--- src/qdac_defines.vh ---
// constants for the quad dac serial load control block
`ifndef QDAC_DEFINES_VH
`define QDAC_DEFINES_VH
// variant select: 1 = 16-bit part, 0 = 14-bit part
`define QDAC_VAR_16 1'b1
`define QDAC_DW 16
`define QDAC_FRAME_16 18
`define QDAC_FRAME_14 16
`define QDAC_SR_W 18
`define QDAC_ZERO 16'h0000
`define QDAC_HALF_16 16'h8000
`define QDAC_HALF_14 16'h2000
`define QDAC_SDO_16 19
`define QDAC_SDO_14 17
// one stage more than the longest delay, so the tap index equals the pulse count
`define QDAC_SDO_W 20
// synchroniser reset levels = idle pin levels {link_clk, cs_n, din, strobe_n, preset_n, msb}
`define QDAC_SYNC_RST 6'h17
`define QDAC_NCH 4
`endif

--- src/qdac_sync.v ---
// two flip-flop synchroniser for one pin
`timescale 1ns/10ps
module qdac_sync (
  input wire clock,
  input wire rst,
  input wire reset_value,
  input wire pin,
  output reg sync_out
);
  reg meta;
  // reset value is a port here but only ever tied to a constant by the parent
  always @(posedge clock) begin
    if (rst) begin
      meta <= reset_value;
      sync_out <= reset_value;
    end else begin
      meta <= pin;
      sync_out <= meta;
    end
  end
endmodule // qdac_sync

--- src/qdac_core.v ---
// serial load, input and dac registers of the quad dac
`timescale 1ns/10ps
`include "qdac_defines.vh"
module qdac_core (
  input wire clock,
  input wire rst,
  input wire link_clk,
  input wire chip_sel_n,
  input wire ser_din,
  input wire dac_load_strobe_n,
  input wire async_preset_n,
  input wire midscale_sel,
  output reg ser_dout,
  output reg [`QDAC_DW-1:0] dac_a,
  output reg [`QDAC_DW-1:0] dac_b,
  output reg [`QDAC_DW-1:0] dac_c,
  output reg [`QDAC_DW-1:0] dac_d,
  output reg [`QDAC_DW-1:0] in_a,
  output reg [`QDAC_DW-1:0] in_b,
  output reg [`QDAC_DW-1:0] in_c,
  output reg [`QDAC_DW-1:0] in_d
);
  // ************************************************************
  // pin synchronisers
  // ************************************************************
  wire [5:0] pins;
  wire [5:0] pins_s;
  // idle levels after reset avoid a false link clock edge on release
  wire [5:0] sync_rst = `QDAC_SYNC_RST;
  assign pins = {link_clk, chip_sel_n, ser_din, dac_load_strobe_n, async_preset_n,
                 midscale_sel};
  genvar g;
  generate
    for (g = 0; g < 6; g = g + 1) begin : g_sync
      qdac_sync u_sync (
        .clock(clock),
        .rst(rst),
        .reset_value(sync_rst[g]),
        .pin(pins[g]),
        .sync_out(pins_s[g])
      );
    end
  endgenerate
  wire sclk_s = pins_s[5];
  wire cs_s = pins_s[4];
  wire sdi_s = pins_s[3];
  wire dac_load_strobe_n_s = pins_s[2];
  wire preset_s = pins_s[1];
  wire msb_s = pins_s[0];
  // ************************************************************
  // edge detection and serial register
  // ************************************************************
  reg sclk_d;
  reg cs_d;
  reg por_done;
  reg [`QDAC_SR_W-1:0] shreg;
  reg [`QDAC_SDO_W-1:0] chain;
  wire sclk_rise = sclk_s & ~sclk_d;
  wire cs_rise = cs_s & ~cs_d;
  // sdi is delayed like sclk, so the sampled bit lines up with the edge
  always @(posedge clock) begin
    if (rst) begin
      sclk_d <= 1'b0;
      cs_d <= 1'b1;
      shreg <= {`QDAC_SR_W{1'b0}};
      chain <= {`QDAC_SDO_W{1'b0}};
    end else begin
      sclk_d <= sclk_s;
      cs_d <= cs_s;
      if (!cs_s && sclk_rise) begin
        shreg <= {shreg[`QDAC_SR_W-2:0], sdi_s};
        chain <= {chain[`QDAC_SDO_W-2:0], sdi_s};
      end
    end
  end
  // chain output tap: the 14-bit part taps two stages earlier
  always @(posedge clock) begin
    if (rst) begin
      ser_dout <= 1'b0;
    end else if (`QDAC_VAR_16) begin
      ser_dout <= chain[`QDAC_SDO_16];
    end else begin
      ser_dout <= chain[`QDAC_SDO_14];
    end
  end
  // ************************************************************
  // frame decode
  // ************************************************************
  reg [1:0] addr;
  reg [`QDAC_DW-1:0] word;
  reg [`QDAC_DW-1:0] preset_code;
  always @* begin
    if (`QDAC_VAR_16) begin
      addr = shreg[`QDAC_FRAME_16-1:`QDAC_FRAME_16-2];
      word = shreg[`QDAC_DW-1:0];
      preset_code = msb_s ? `QDAC_HALF_16 : `QDAC_ZERO;
    end else begin
      addr = shreg[`QDAC_FRAME_14-1:`QDAC_FRAME_14-2];
      word = {2'h0, shreg[`QDAC_DW-3:0]};
      preset_code = msb_s ? `QDAC_HALF_14 : `QDAC_ZERO;
    end
  end
  // ************************************************************
  // input and dac registers
  // ************************************************************
  // the power-up reset cannot read the pin asynchronously, so the first cycle
  // after rst release loads the preset code from the msb synchroniser reset level (1), so half scale
  always @(posedge clock) begin
    if (rst) begin
      por_done <= 1'b0;
      in_a <= `QDAC_ZERO;
      in_b <= `QDAC_ZERO;
      in_c <= `QDAC_ZERO;
      in_d <= `QDAC_ZERO;
      dac_a <= `QDAC_ZERO;
      dac_b <= `QDAC_ZERO;
      dac_c <= `QDAC_ZERO;
      dac_d <= `QDAC_ZERO;
    end else if (!por_done || !preset_s) begin
      por_done <= 1'b1;
      in_a <= preset_code;
      in_b <= preset_code;
      in_c <= preset_code;
      in_d <= preset_code;
      dac_a <= preset_code;
      dac_b <= preset_code;
      dac_c <= preset_code;
      dac_d <= preset_code;
    end else begin
      if (cs_rise && !sclk_s) begin
        case (addr)
          2'h0: in_a <= word;
          2'h1: in_b <= word;
          2'h2: in_c <= word;
          2'h3: in_d <= word;
          default: in_a <= in_a;
        endcase
      end
      // transparent while low lags the input register by one cycle;
      // holding otherwise keeps the reset code until a load
      if (!dac_load_strobe_n_s) begin
        dac_a <= in_a;
        dac_b <= in_b;
        dac_c <= in_c;
        dac_d <= in_d;
      end
    end
  end
endmodule // qdac_core

--- config.mk ---
export PLATFORM = sky130hd
export DESIGN_NAME = qdac_core
export DESIGN_NICKNAME = d
export VERILOG_FILES = /design/src/qdac_sync.v /design/src/qdac_core.v
export VERILOG_INCLUDE_DIRS = /design/src /design/src/src
export SDC_FILE = /design/constraint.sdc
export NUM_CORES = 1
export LEC_CHECK = 0
export ABC_AREA = 0
export BUFFER_PORTS_ARGS = -buffer_cell sky130_fd_sc_hd__buf_2
export CAP_MARGIN = 20
export CORE_MARGIN = 3
export CORE_UTILIZATION = 55
export CTS_BUF_LIST = sky130_fd_sc_hd__clkbuf_4
export DETAILED_ROUTE_END_ITERATION = 6
export HOLD_SLACK_MARGIN = 0.05
export PLACE_DENSITY = 0.9
export RECOVER_POWER = 100
export SLEW_MARGIN = 5
export SYNTH_ARGS = -nofsm -noshare
export SYNTH_HDL_FRONTEND = slang
export SYNTH_SLANG_ARGS = --single-unit
--- constraint.sdc ---
create_clock -name clock -period 1.9 [get_ports clock]
set_input_delay 0.38 -clock clock [delete_from_list [all_inputs] [get_ports clock]]
set_output_delay 0.38 -clock clock [all_outputs]
set_load 0.05 [all_outputs]
Word level (Yosys, flattened, before mapping). Cells that the tools add are included.

Word-level logic and storage cells: 72. Bits of input ports: 8. Output and inout port bits: 129. Register bits: 182.

Reductions and logical operators: 17. Mux-type cells: 21. Eq/ne operators: 4. Bitwise logic cells: 4.

Operators by type and width (count): $mux W16 (21); $reduce_bool A2 Y1 (5); $reduce_and A2 Y1 (4); $eq A2 B2 Y1 const B (2); $logic_not A1 Y1 (4); $and A1 B1 Y1 (2); $eq A2 B1 Y1 const B (1); $logic_and A1 B1 Y1 (2); $logic_not A2 Y1 (1); $ne A2 B2 Y1 const B (1); $not A1 Y1 (2); $logic_or A1 B1 Y1 (1).

Longest topological paths before layout. Gate-level depths: netlist of run 1.

Depth after elaboration: 5. Mapped depth: 6. Mapped depth without buffers: 3.

Modules after synthesis. A second synthesis of run 1 with hierarchy kept.

Cells, all modules: 566. Area, all modules: 5833.1 µm².

Modules (own cells, without submodules): qdac_core (times used 1, area each 5457.7 µm², cells an instance 542, sequential area each 3042.9 µm²); qdac_sync (times used 6, area each 62.6 µm², cells an instance 4, sequential area each 40.0 µm²).

Least setup slack after synthesis of run 1. OpenSTA, ideal clock, no wires.

Path kind: input to register. From: in rst. To: reg in_c[10]. Library setup time: 0.072 ns. Data arrival time: 1.399 ns. Path buffers: 3. Data required time: 1.828 ns. Setup slack: 0.429 ns. Stages: 6. Path through: buf_2 -> and3b_1 -> buf_2 -> buf_1 -> nand2_1 -> mux2i_1.

RTL lines: from (decl) (RTL line qdac_core.v:6) `input wire rst,`; to (signal assigned) (RTL line qdac_core.v:113) `` in_c <= `QDAC_ZERO; ``; to (signal assigned) (RTL line qdac_core.v:123) `in_c <= preset_code;`; to (signal assigned) (RTL line qdac_core.v:134) `2'h2: in_c <= word;`; to (decl) (RTL line qdac_core.v:20) `` output reg [`QDAC_DW-1:0] in_c, ``.

Worst setup path in the final report of run 1.
From: reg dac_a[4]. To: out dac_a[4].

RTL lines: from (decl) (RTL line qdac_core.v:14) `` output reg [`QDAC_DW-1:0] dac_a, ``; from (signal assigned) (RTL line qdac_core.v:115) `` dac_a <= `QDAC_ZERO; ``; from (signal assigned) (RTL line qdac_core.v:125) `dac_a <= preset_code;`; from (signal assigned) (RTL line qdac_core.v:142) `dac_a <= in_a;`.

No word-level cell between the ends.

==> flow_metrics.py, run 1 <==
metrics = {
    "power_and_ir_drop": {
        "power.ir.vdd_worst_mv": 0.422,
        "power.density_cell_area_nw_per_um2": 822,
        "power_leakage_uw": 0.00340,
    },
    "placement": {
        "detailed_place_hpwl_um": 9280,
        "dpl_cell_area_sq_um": 6550,
        "gp_congestion": 0.799,
        "placement.io_buffers": 136,
    },
    "critical_path": {
        "cp_data_required_time_ns": 1.52,
        "rr_startpoint": "g_sync[4].u_sync.sync_out",
        "worstPathArrival_ns": 1.34,
        "destination_of_the_worst_register_to_register_timing_path": "in_a[8]",
        "critical_path_fanout_max": 2,
        "critical_path_end_type": "output port",
        "worst_path_max_delay_cell": "clkbuf_1",
        "critPathKind": "reg -> out",
        "critical_path.cell_chain": "clkbuf_1",
        "critical_path.max_stage_delay_ns": 0.47,
        "reg2reg_depth": 3,
        "cp_top_family": "buffers and inverters",
        "cp_num_buf_inv": 1,
        "ff2ff_setup_slack_ns": 0.27,
        "start_kind": "flip-flop",
    },
    "final_layout": {
        "final_net_count": 708,
        "diodes": 0,
        "flow.area_growth_from_synthesis_pct": 18.9,
        "count_of_fill_cells_added_during_filler_insertion": 755,
        "multi_input_area_sq_um": 2320,
        "seqCellArea_sq_um": 3290,
        "layout.cell_area.non_filler_sq_um": 6870,
        "proportion_of_layout_cells_with_a_drive_suffix_above_1_pct": 26.7,
    },
    "timing": {
        "final.setup.tns_ns": 0,
        "rsz0062_at_grt": "false",
        "fin_worst_skew_ns": 0.0169,
        "final_hold_viol_count": 0,
        "post-route-min-period_ns": 1.72,
        "setup-violations-final": 0,
        "max_slew.worst_pin.slew_ns": 0.794,
        "maxSlewViolCount": 0,
        "max-slew-margin-rel_pct": 46.5,
        "max_freq_mhz": 580,
        "timing.final.crit_share_pct": 90.7,
    },
    "yosys": {
        "yosys.area_share.adder_pct": 0,
        "synthesis.instances": 566,
        "synthesis.yosys.warnings": 0,
        "post_synth_num_cell_types": 27,
        "syn-cell-area_sq_um": 5780,
        "area_share_of_xor_xnor_cells_in_the_synthesized_design_pct": 0,
        "postSynthRegisterBits": 164,
        "synthesized_area_fraction_occupied_by_and_or_nand_nor_cells_pct": 15.6,
        "synth.area.mux_share_pct": 21.5,
        "synthesis.area_per_instance_sq_um": 10.2,
        "synth.yosys.seq_area_share_pct": 56.8,
        "synth_top_family_by_area": "multiplexers",
        "synth_fp_nets": 574,
        "synth_compound_area_share_pct": 2.95,
    },
    "floorplanning": {
        "top_level_ports": 137,
        "initial_core_utilization_pct": 57.8,
        "floorplan.die_area_sq_um": 11800,
        "die_h_um": 108,
        "fp.coreArea_sq_um": 10000,
        "floorplan.rows": 36,
        "die_w_um": 108,
    },
    "global_route": {
        "grt_pass1_vias": 4202,
        "grt_antenna_before_repair": 0,
        "grtUsageTotal_pct": 23.2,
        "pin_count_of_the_biggest_net_entering_global_routing": 61,
        "grt_pass1_wl_um": 21100,
        "grt_residual_overflow": 0,
    },
    "hold_path": {
        "min_delay_path_depth": 3,
        "worstHoldPathType": "in -> reg",
        "hold_path.startpoint": "rst",
        "min_delay_worst_endpoint": "g_sync[3].u_sync.meta",
    },
    "route": {
        "drtIter0Drc": 368,
        "vias": 4419,
        "drc_errors": 0,
        "routed_wire_length_per_instance_um": 15.5,
        "wire_length_reported_by_the_detailed_router_um": 13100,
        "drt_pre_antenna_iters": 5,
        "drt-vias-per-instance": 5.23,
        "ant_nets": 0,
    },
    "clock_tree": {
        "cts_tree": "done",
        "clock-sinks": 164,
        "h-tree-depth": 4,
        "post_cts_buffers": 0,
        "cts_buffer_depth": 2,
        "worst_setup_hold_path_clk_slew_ns": 0.13,
        "cts_made_buffers": 17,
        "clk-insertion-delay-late_ns": 0.54,
        "root_buffer": "clkbuf_4",
    },
    "job": {
        "drv_cap": 0,
    },
    "status": {
        "outcome": "completed",
    },
}
## cell usage after synthesis
cell type,number,area share (%)
or2_2,9,0.97
o21ai_1,3,0.26
a31oi_1,4,0.43
nor2_8,1,0.35
inv_1,2,0.13
nor3b_1,1,0.13
nor4b_2,1,0.26
dfxtp_1,164,57
nand2_1,118,7.7
and2_1,1,0.11
and4bb_2,1,0.22
or4b_4,1,0.24
nand2_2,3,0.32
clkbuf_1,12,0.78
nand3_1,2,0.17
buf_12,1,0.35
buf_2,14,1.2
buf_1,6,0.39
buf_4,2,0.26
mux2i_1,124,21
o21ai_0,2,0.17
or3b_2,1,0.15
nand4bb_1,1,0.19
nor2b_1,7,0.76
and3b_1,1,0.15
nor2_1,60,3.9
a21oi_1,24,2.1
## report_power, final
part	switching (uW)	internal (uW)
logic	166	81.1
clock network	1120	800
registers	17.2	3470
## metrics by stage
step                      power (uW)  hold WS [ns]  setup slack, ns  utilization [%]  std cells
after floorplan                 3740         0.389            0.429                -        566
after global placement          3790         0.394            0.381             65.5        808
after detailed placement        3800         0.400            0.297             65.5        808
after CTS                       5700         0.285            0.208             68.7        845
after global routing            5880         0.307            0.108             68.7        845
final                           5650         0.334            0.176             68.7        845
## sequential cells by signal (all words and copies together) (netlist names)
signal	flops
ser_dout	1
in_d	16
in_c	16
por_done	1
dac_a	16
in_b	16
chain	3
cs_d	1
in_a	16
g_sync.u_sync.meta	6
dac_b	16
dac_d	16
g_sync.u_sync.sync_out	6
sclk_d	1
shreg	17
dac_c	16
## repair_timing
item / CTS / global route
resized for setup: 0 / 0
hold endpoints to repair: 6 / 0
hold buffers: 6 / 0
setup endpoints to repair: 0 / 0
## metal layers
layer  track usage, %  vias to the layer above  wire length [um]
met2             39.1                      164              6550
met1             28.3                     2081              5460
met3             5.91                       24               834
met4             9.47                        0               235
li1                 -                     2150                 -
met5                0                        -                 0
## final cells by class
class,count,area share [%]
tap,133,2.42
sequential,164,47.9
clock inverter,11,1.64
multi-input combinational,365,33.8
timing repair buffer,150,12.0
clock buffer,20,2.19
inverter,2,0.109
## how the worst max path moves through the flow
stage                                         start       end  slack (ns)  cells past startpoint
after CTS                                  in_a[14]  in_a[14]        0.21                      1
after global placement    g_sync[4].u_sync.sync_out   in_a[8]        0.38                      3
final                                      dac_a[4]  dac_a[4]        0.18                      1
after global routing                       dac_a[4]  dac_a[4]        0.11                      1
after floorplan                                 rst  in_c[10]        0.43                      6
after detailed placement                        rst   in_a[8]        0.30                      5
## placed cells by master (no fill, tap or decap), types with 6 or more instances in the layout
cell / count
buf_2: 7
or2_2: 9
buf_4: 6
nand2_1: 117
nor2b_1: 7
clkbuf_4: 20
mux2i_1: 124
nor2_1: 60
dlygate4sd3_1: 6
dfxtp_1: 163
a21oi_1: 24
clkbuf_2: 127
## logic make-up after synthesis
group / count (synthesis)
simple gates: 208
flops: 164
compound gates: 33
buf+inv: 37
mux: 124
Note: power is estimated with default switching activity, not from simulation.
==> run 2: changes to the inputs <==
Settings changed: CORE_MARGIN 3 to not set.
==> run 2 against run 1 <==
Compared with the run above: register-to-register slack worse by 0.10 ns; worst hold slack better by 0.0020 ns; fmax is 0.51% lower; global-route usage rose by 0.74 points; worst setup slack got worse by 0.0088 ns; highest routed layer unchanged.
==> flow_metrics.py, run 2 (synthesis results as in run 1) <==
metrics = {
    "critical_path": {
        "critical_path.cell_chain": "or4b_1, nor2_8, mux2i_1",
        "critical_path.max_stage_delay_ns": 0.62,
        "cp_num_buf_inv": 0,
        "start_kind": "flip-flop",
        "worstPathArrival_ns": 2.18,
        "cp_data_required_time_ns": 2.35,
        "worst_path_max_delay_cell": "or4b_1",
        "cp_top_family": "simple AND/OR/NAND/NOR gates",
        "critical_path_fanout_max": 15,
        "critPathKind": "reg -> reg",
        "critical_path_end_type": "flip-flop",
    },
    "route": {
        "drt_pre_antenna_iters": 4,
        "ant_nets": 0,
        "drtIter0Drc": 275,
        "wire_length_reported_by_the_detailed_router_um": 12800,
        "vias": 4439,
        "drc_errors": 0,
        "drt-vias-per-instance": 5.22,
        "routed_wire_length_per_instance_um": 15.0,
    },
    "timing": {
        "fin_worst_hold_slack_ns": 0.336,
        "max-slew-margin-rel_pct": 46.9,
        "rsz0062_at_grt": "false",
        "fin_worst_skew_ns": 0.0123,
        "timing.final.crit_share_pct": 91.2,
        "max_slew.worst_pin.slew_ns": 0.788,
        "final.setup.tns_ns": 0,
        "setup-violations-final": 0,
        "post-route-min-period_ns": 1.73,
        "maxSlewViolCount": 0,
        "max_freq_mhz": 577,
        "final_hold_viol_count": 0,
    },
    "clock_tree": {
        "post_cts_buffers": 0,
        "cts_tree": "done",
        "cts_made_buffers": 17,
        "h-tree-depth": 4,
        "worst_setup_hold_path_clk_slew_ns": 0.13,
        "cts_buffer_depth": 2,
        "root_buffer": "clkbuf_4",
        "clock-sinks": 164,
        "clk-insertion-delay-late_ns": 0.53,
    },
    "global_route": {
        "grt_antenna_before_repair": 0,
        "pin_count_of_the_biggest_net_entering_global_routing": 37,
        "grt_pass1_vias": 4281,
        "grtUsageTotal_pct": 23.9,
        "grt_pass1_wl_um": 20500,
        "grt_residual_overflow": 0,
    },
    "final_layout": {
        "flow.area_growth_from_synthesis_pct": 19.0,
        "count_of_fill_cells_added_during_filler_insertion": 801,
        "diodes": 0,
        "layout.cells.most_common": "dfxtp_1",
        "proportion_of_layout_cells_with_a_drive_suffix_above_1_pct": 26.9,
        "seqCellArea_sq_um": 3290,
        "multi_input_area_sq_um": 2320,
        "number_of_flip_flops_in_the_largest_register": 17,
        "register_containing_the_most_flip_flops_in_the_final_layout": "shreg",
        "final_net_count": 710,
        "post-route-util_pct": 67.2,
        "most-common-layout-cells": "dfxtp_1 (163), clkbuf_2 (127), mux2i_1 (124)",
    },
    "power_and_ir_drop": {
        "total_switching_power_uw": 1390,
        "power_leakage_uw": 0.00339,
        "cell_internal_pwr_uw": 4200,
        "share_comb_of_total_power_pct": 4.3,
        "netSwitchingFraction_pct": 24.9,
        "power.density_cell_area_nw_per_um2": 814,
        "clock_power_share_pct": 33.3,
        "power_frac_seq_pct": 62.3,
        "power.ir.vdd_worst_mv": 0.385,
    },
    "hold_path": {
        "worstHoldPathType": "in -> reg",
    },
    "floorplanning": {
        "top_level_ports": 137,
        "die_h_um": 104,
        "die_w_um": 104,
        "floorplan.rows": 37,
        "fp.coreArea_sq_um": 10200,
        "initial_core_utilization_pct": 56.5,
        "floorplan.die_area_sq_um": 10900,
    },
    "placement": {
        "gp_congestion": 0.785,
        "detailed_place_hpwl_um": 9280,
        "placement.io_buffers": 136,
    },
    "job": {
        "drv_cap": 0,
    },
    "status": {
        "outcome": "completed",
    },
}
[run 2: power by group through the flow]
stage               clock [uW]  sequential [uW]  combinational, uW
CTS                       1910             3490                245
global placement             0             3560                230
global route              2080             3490                259
finish                    1860             3490                243
floorplan                    0             3610                138
detailed placement           0             3570                235
[run 2: layout make-up]
type	instances	share of cell area (%)
sequential	164	47.8
inverter	2	0.109
clock inverter	15	1.91
multi-input combinational	365	33.7
clock buffer	17	1.86
tap	136	2.48
timing repair buffer	152	12.1
[run 2: worst paths after layout]
check	startpoint	to	slack [ns]	depth (start not counted)
min reg2reg	g_sync[2].u_sync.meta	g_sync[2].u_sync.sync_out	0.43	1
max reg2reg	g_sync[4].u_sync.sync_out	in_a[4]	0.17	3
max	g_sync[4].u_sync.sync_out	in_a[4]	0.17	3
min	rst	g_sync[3].u_sync.sync_out	0.34	3
[run 2: per-layer routing]
metal | wire length [um] | vias up | GRT usage [%]
met2 | 6550 | 138 | 41.5
met3 | 653 | 25 | 6.58
li1 | - | 2155 | -
met4 | 295 | 0 | 9.29
met5 | 0 | - | 0
met1 | 5290 | 2121 | 27.9
[run 2: stage by stage]
| stage | cell area [sq um] | cells | worst slack, ns | total power (uW) |
|---|---|---|---|---|
| final | 6870 | 851 | 0.167 | 5600 |
| after global routing | 6870 | 851 | 0.0990 | 5830 |
| after CTS | 6890 | 851 | 0.249 | 5640 |
| after detailed placement | 6570 | 813 | 0.309 | 3800 |
| after global placement | 6570 | 813 | 0.391 | 3790 |
| after floorplan | 5780 | 566 | 0.429 | 3740 |
[run 2: repair_timing]
action / 4_1_cts / 5_1_grt
hold endpoints to repair: 6 / 0
hold buffers: 6 / 0
resized for setup: 0 / 0
[run 2: worst register-to-register path, stage by stage, from the launching register on]
cell and delay, ns:
dfxtp_1 0.45, or4b_1 0.62, nor2_8 0.34, mux2i_1 0.25
==> run 3: changes to the inputs <==
Settings changed: PLACE_DENSITY 0.9 to not set, PLACE_DENSITY_LB_ADDON set to 0.12.
==> run 3 against run 2 <==
Compared with the run above: routed wire length decreased by 2.4%; final area decreased by 0.84%; critical endpoint is now dac_d[12]; global-route usage down 0.68 points; clock skew rose by 0.0089 ns; first-iteration DRC count shrank 25%; combinational power fell by 2%; die area unchanged; sequential share of layout area up 0.40 points; clock-buffer cell count increased by 1; worst setup slack lost 0.016 ns; cell count shrank 0.24%.
==> flow_metrics.py, run 3 (synthesis results as in run 1) <==
metrics = {
    "status": {
        "outcome": "completed",
    },
    "critical_path": {
        "worst_path_max_delay_cell": "clkbuf_1",
        "critical_path.cell_chain": "clkbuf_1",
        "ff2ff_setup_slack_ns": 0.21,
        "cp_data_required_time_ns": 1.52,
        "start_kind": "flip-flop",
        "critical_path_end_type": "output port",
        "critPathKind": "reg -> out",
        "critical_path_fanout_max": 2,
        "destination_of_the_worst_register_to_register_timing_path": "in_b[15]",
        "cp_top_family": "buffers and inverters",
        "cp_num_buf_inv": 1,
        "critical_path.max_stage_delay_ns": 0.47,
        "worstPathArrival_ns": 1.37,
        "rr_startpoint": "g_sync[1].u_sync.sync_out",
        "reg2reg_depth": 3,
    },
    "route": {
        "wire_length_reported_by_the_detailed_router_um": 12500,
        "drt_pre_antenna_iters": 4,
        "drc_errors": 0,
        "drt-vias-per-instance": 5.15,
        "vias": 4370,
        "drtIter0Drc": 205,
        "routed_wire_length_per_instance_um": 14.7,
        "ant_nets": 0,
    },
    "clock_tree": {
        "root_buffer": "clkbuf_4",
        "worst_setup_hold_path_clk_slew_ns": 0.15,
        "post_cts.resized_instances": 0,
        "cts_made_buffers": 17,
        "clk-insertion-delay-late_ns": 0.54,
        "h-tree-depth": 4,
        "cts_buffer_depth": 2,
        "cts_tree": "done",
        "clock-sinks": 164,
    },
    "floorplanning": {
        "top_level_ports": 137,
        "die_h_um": 104,
        "initial_core_utilization_pct": 56.5,
        "floorplan.die_area_sq_um": 10900,
        "fp.coreArea_sq_um": 10200,
        "die_w_um": 104,
        "floorplan.rows": 37,
    },
    "timing": {
        "timing.final.crit_share_pct": 92.1,
        "setup-violations-final": 0,
        "max-slew-margin-rel_pct": 41.6,
        "final_hold_viol_count": 0,
        "maxSlewViolCount": 0,
        "fin_worst_skew_ns": 0.0213,
        "max_slew.worst_pin.slew_ns": 0.867,
        "rsz0062_at_grt": "false",
        "post-route-min-period_ns": 1.75,
        "final.setup.tns_ns": 0,
        "max_freq_mhz": 572,
    },
    "power_and_ir_drop": {
        "power_leakage_uw": 0.00325,
        "power_frac_seq_pct": 62.1,
        "power.ir.vdd_worst_mv": 0.658,
        "share_comb_of_total_power_pct": 4.2,
        "netSwitchingFraction_pct": 24.9,
        "design_power_uw": 5610,
        "power.density_cell_area_nw_per_um2": 824,
        "clock_power_share_pct": 33.6,
        "cell_internal_pwr_uw": 4220,
        "total_switching_power_uw": 1400,
    },
    "hold_path": {
        "worstHoldPathType": "in -> reg",
        "min_delay_path_depth": 3,
        "hold_path.startpoint": "rst",
        "min_delay_worst_endpoint": "g_sync[5].u_sync.meta",
    },
    "final_layout": {
        "flow.area_growth_from_synthesis_pct": 18.0,
        "final-instance-count-excl-fill": 849,
        "most-common-layout-cells": "dfxtp_1 (163), mux2i_1 (124), nand2_1 (117)",
        "proportion_of_layout_cells_with_a_drive_suffix_above_1_pct": 21.2,
        "number_of_flip_flops_in_the_largest_register": 17,
        "register_containing_the_most_flip_flops_in_the_final_layout": "shreg",
        "diodes": 0,
        "layout.cell_area.non_filler_sq_um": 6810,
        "final_net_count": 708,
        "layout.cells.most_common": "dfxtp_1",
    },
    "placement": {
        "placement.io_buffers": 136,
        "detailed_place_hpwl_um": 8740,
        "gp_congestion": 0.825,
        "dpl.cell_count": 811,
        "dpl_cell_area_sq_um": 6550,
    },
    "global_route": {
        "grt_residual_overflow": 0,
        "grt_pass1_wl_um": 19900,
        "grt_pass1_vias": 3951,
        "pin_count_of_the_biggest_net_entering_global_routing": 37,
        "grtUsageTotal_pct": 23.3,
        "grt_antenna_before_repair": 0,
    },
    "job": {
        "drv_cap": 0,
    },
}
-- run 3: worst max path at each step --
stage | startpoint | endpoint | depth (start not counted)
4_1_cts | in_a[12] | in_a[12] | 1
3_3_place_gp | rst | dac_b[6] | 6
2_1_floorplan | rst | in_c[10] | 6
6_report | dac_d[12] | dac_d[12] | 1
5_1_grt | dac_b[2] | dac_b[2] | 1
3_5_place_dp | rst | in_a[13] | 5
-- run 3: area by class of cell --
cell class	count	area, sq um
Clock inverter	14	128
Sequential cell	164	3290
Clock buffer	18	135
Tap cell	136	170
Multi-Input combinational cell	365	2320
Fill cell	866	3420
Timing Repair Buffer	150	766
Inverter	2	7.51
-- run 3: power groups by stage --
stage | Clock (uW) | Combinational [uW] | Sequential [uW]
after detailed placement | 0 | 233 | 3560
after floorplan | 0 | 138 | 3610
final | 1890 | 237 | 3490
after CTS | 1930 | 242 | 3490
after global routing | 2070 | 254 | 3490
after global placement | 0 | 228 | 3560
-- run 3: what timing repair did --
item	in CTS	in global routing
hold buffers	5	1
setup buffers	0	0
hold endpoints to repair	5	1
-- run 3: per-layer routing --
layer,GRT usage [%],vias to the layer above,share of wire [%]
met4,6.53,0,0.95
met1,29.9,2096,44
met3,5.64,11,5.8
met2,38.8,122,49
li1,-,2141,-
met5,0,-,0
-- run 3: metrics by stage --
step | setup slack [ns] | utilization, % | hold slack, ns
3_3_place_gp | 0.337 | 64.0 | 0.393
5_1_grt | 0.0973 | 66.6 | 0.341
3_5_place_dp | 0.280 | 64.0 | 0.394
2_1_floorplan | 0.429 | - | 0.389
6_report | 0.151 | 66.6 | 0.346
4_1_cts | 0.253 | 67.1 | 0.0549
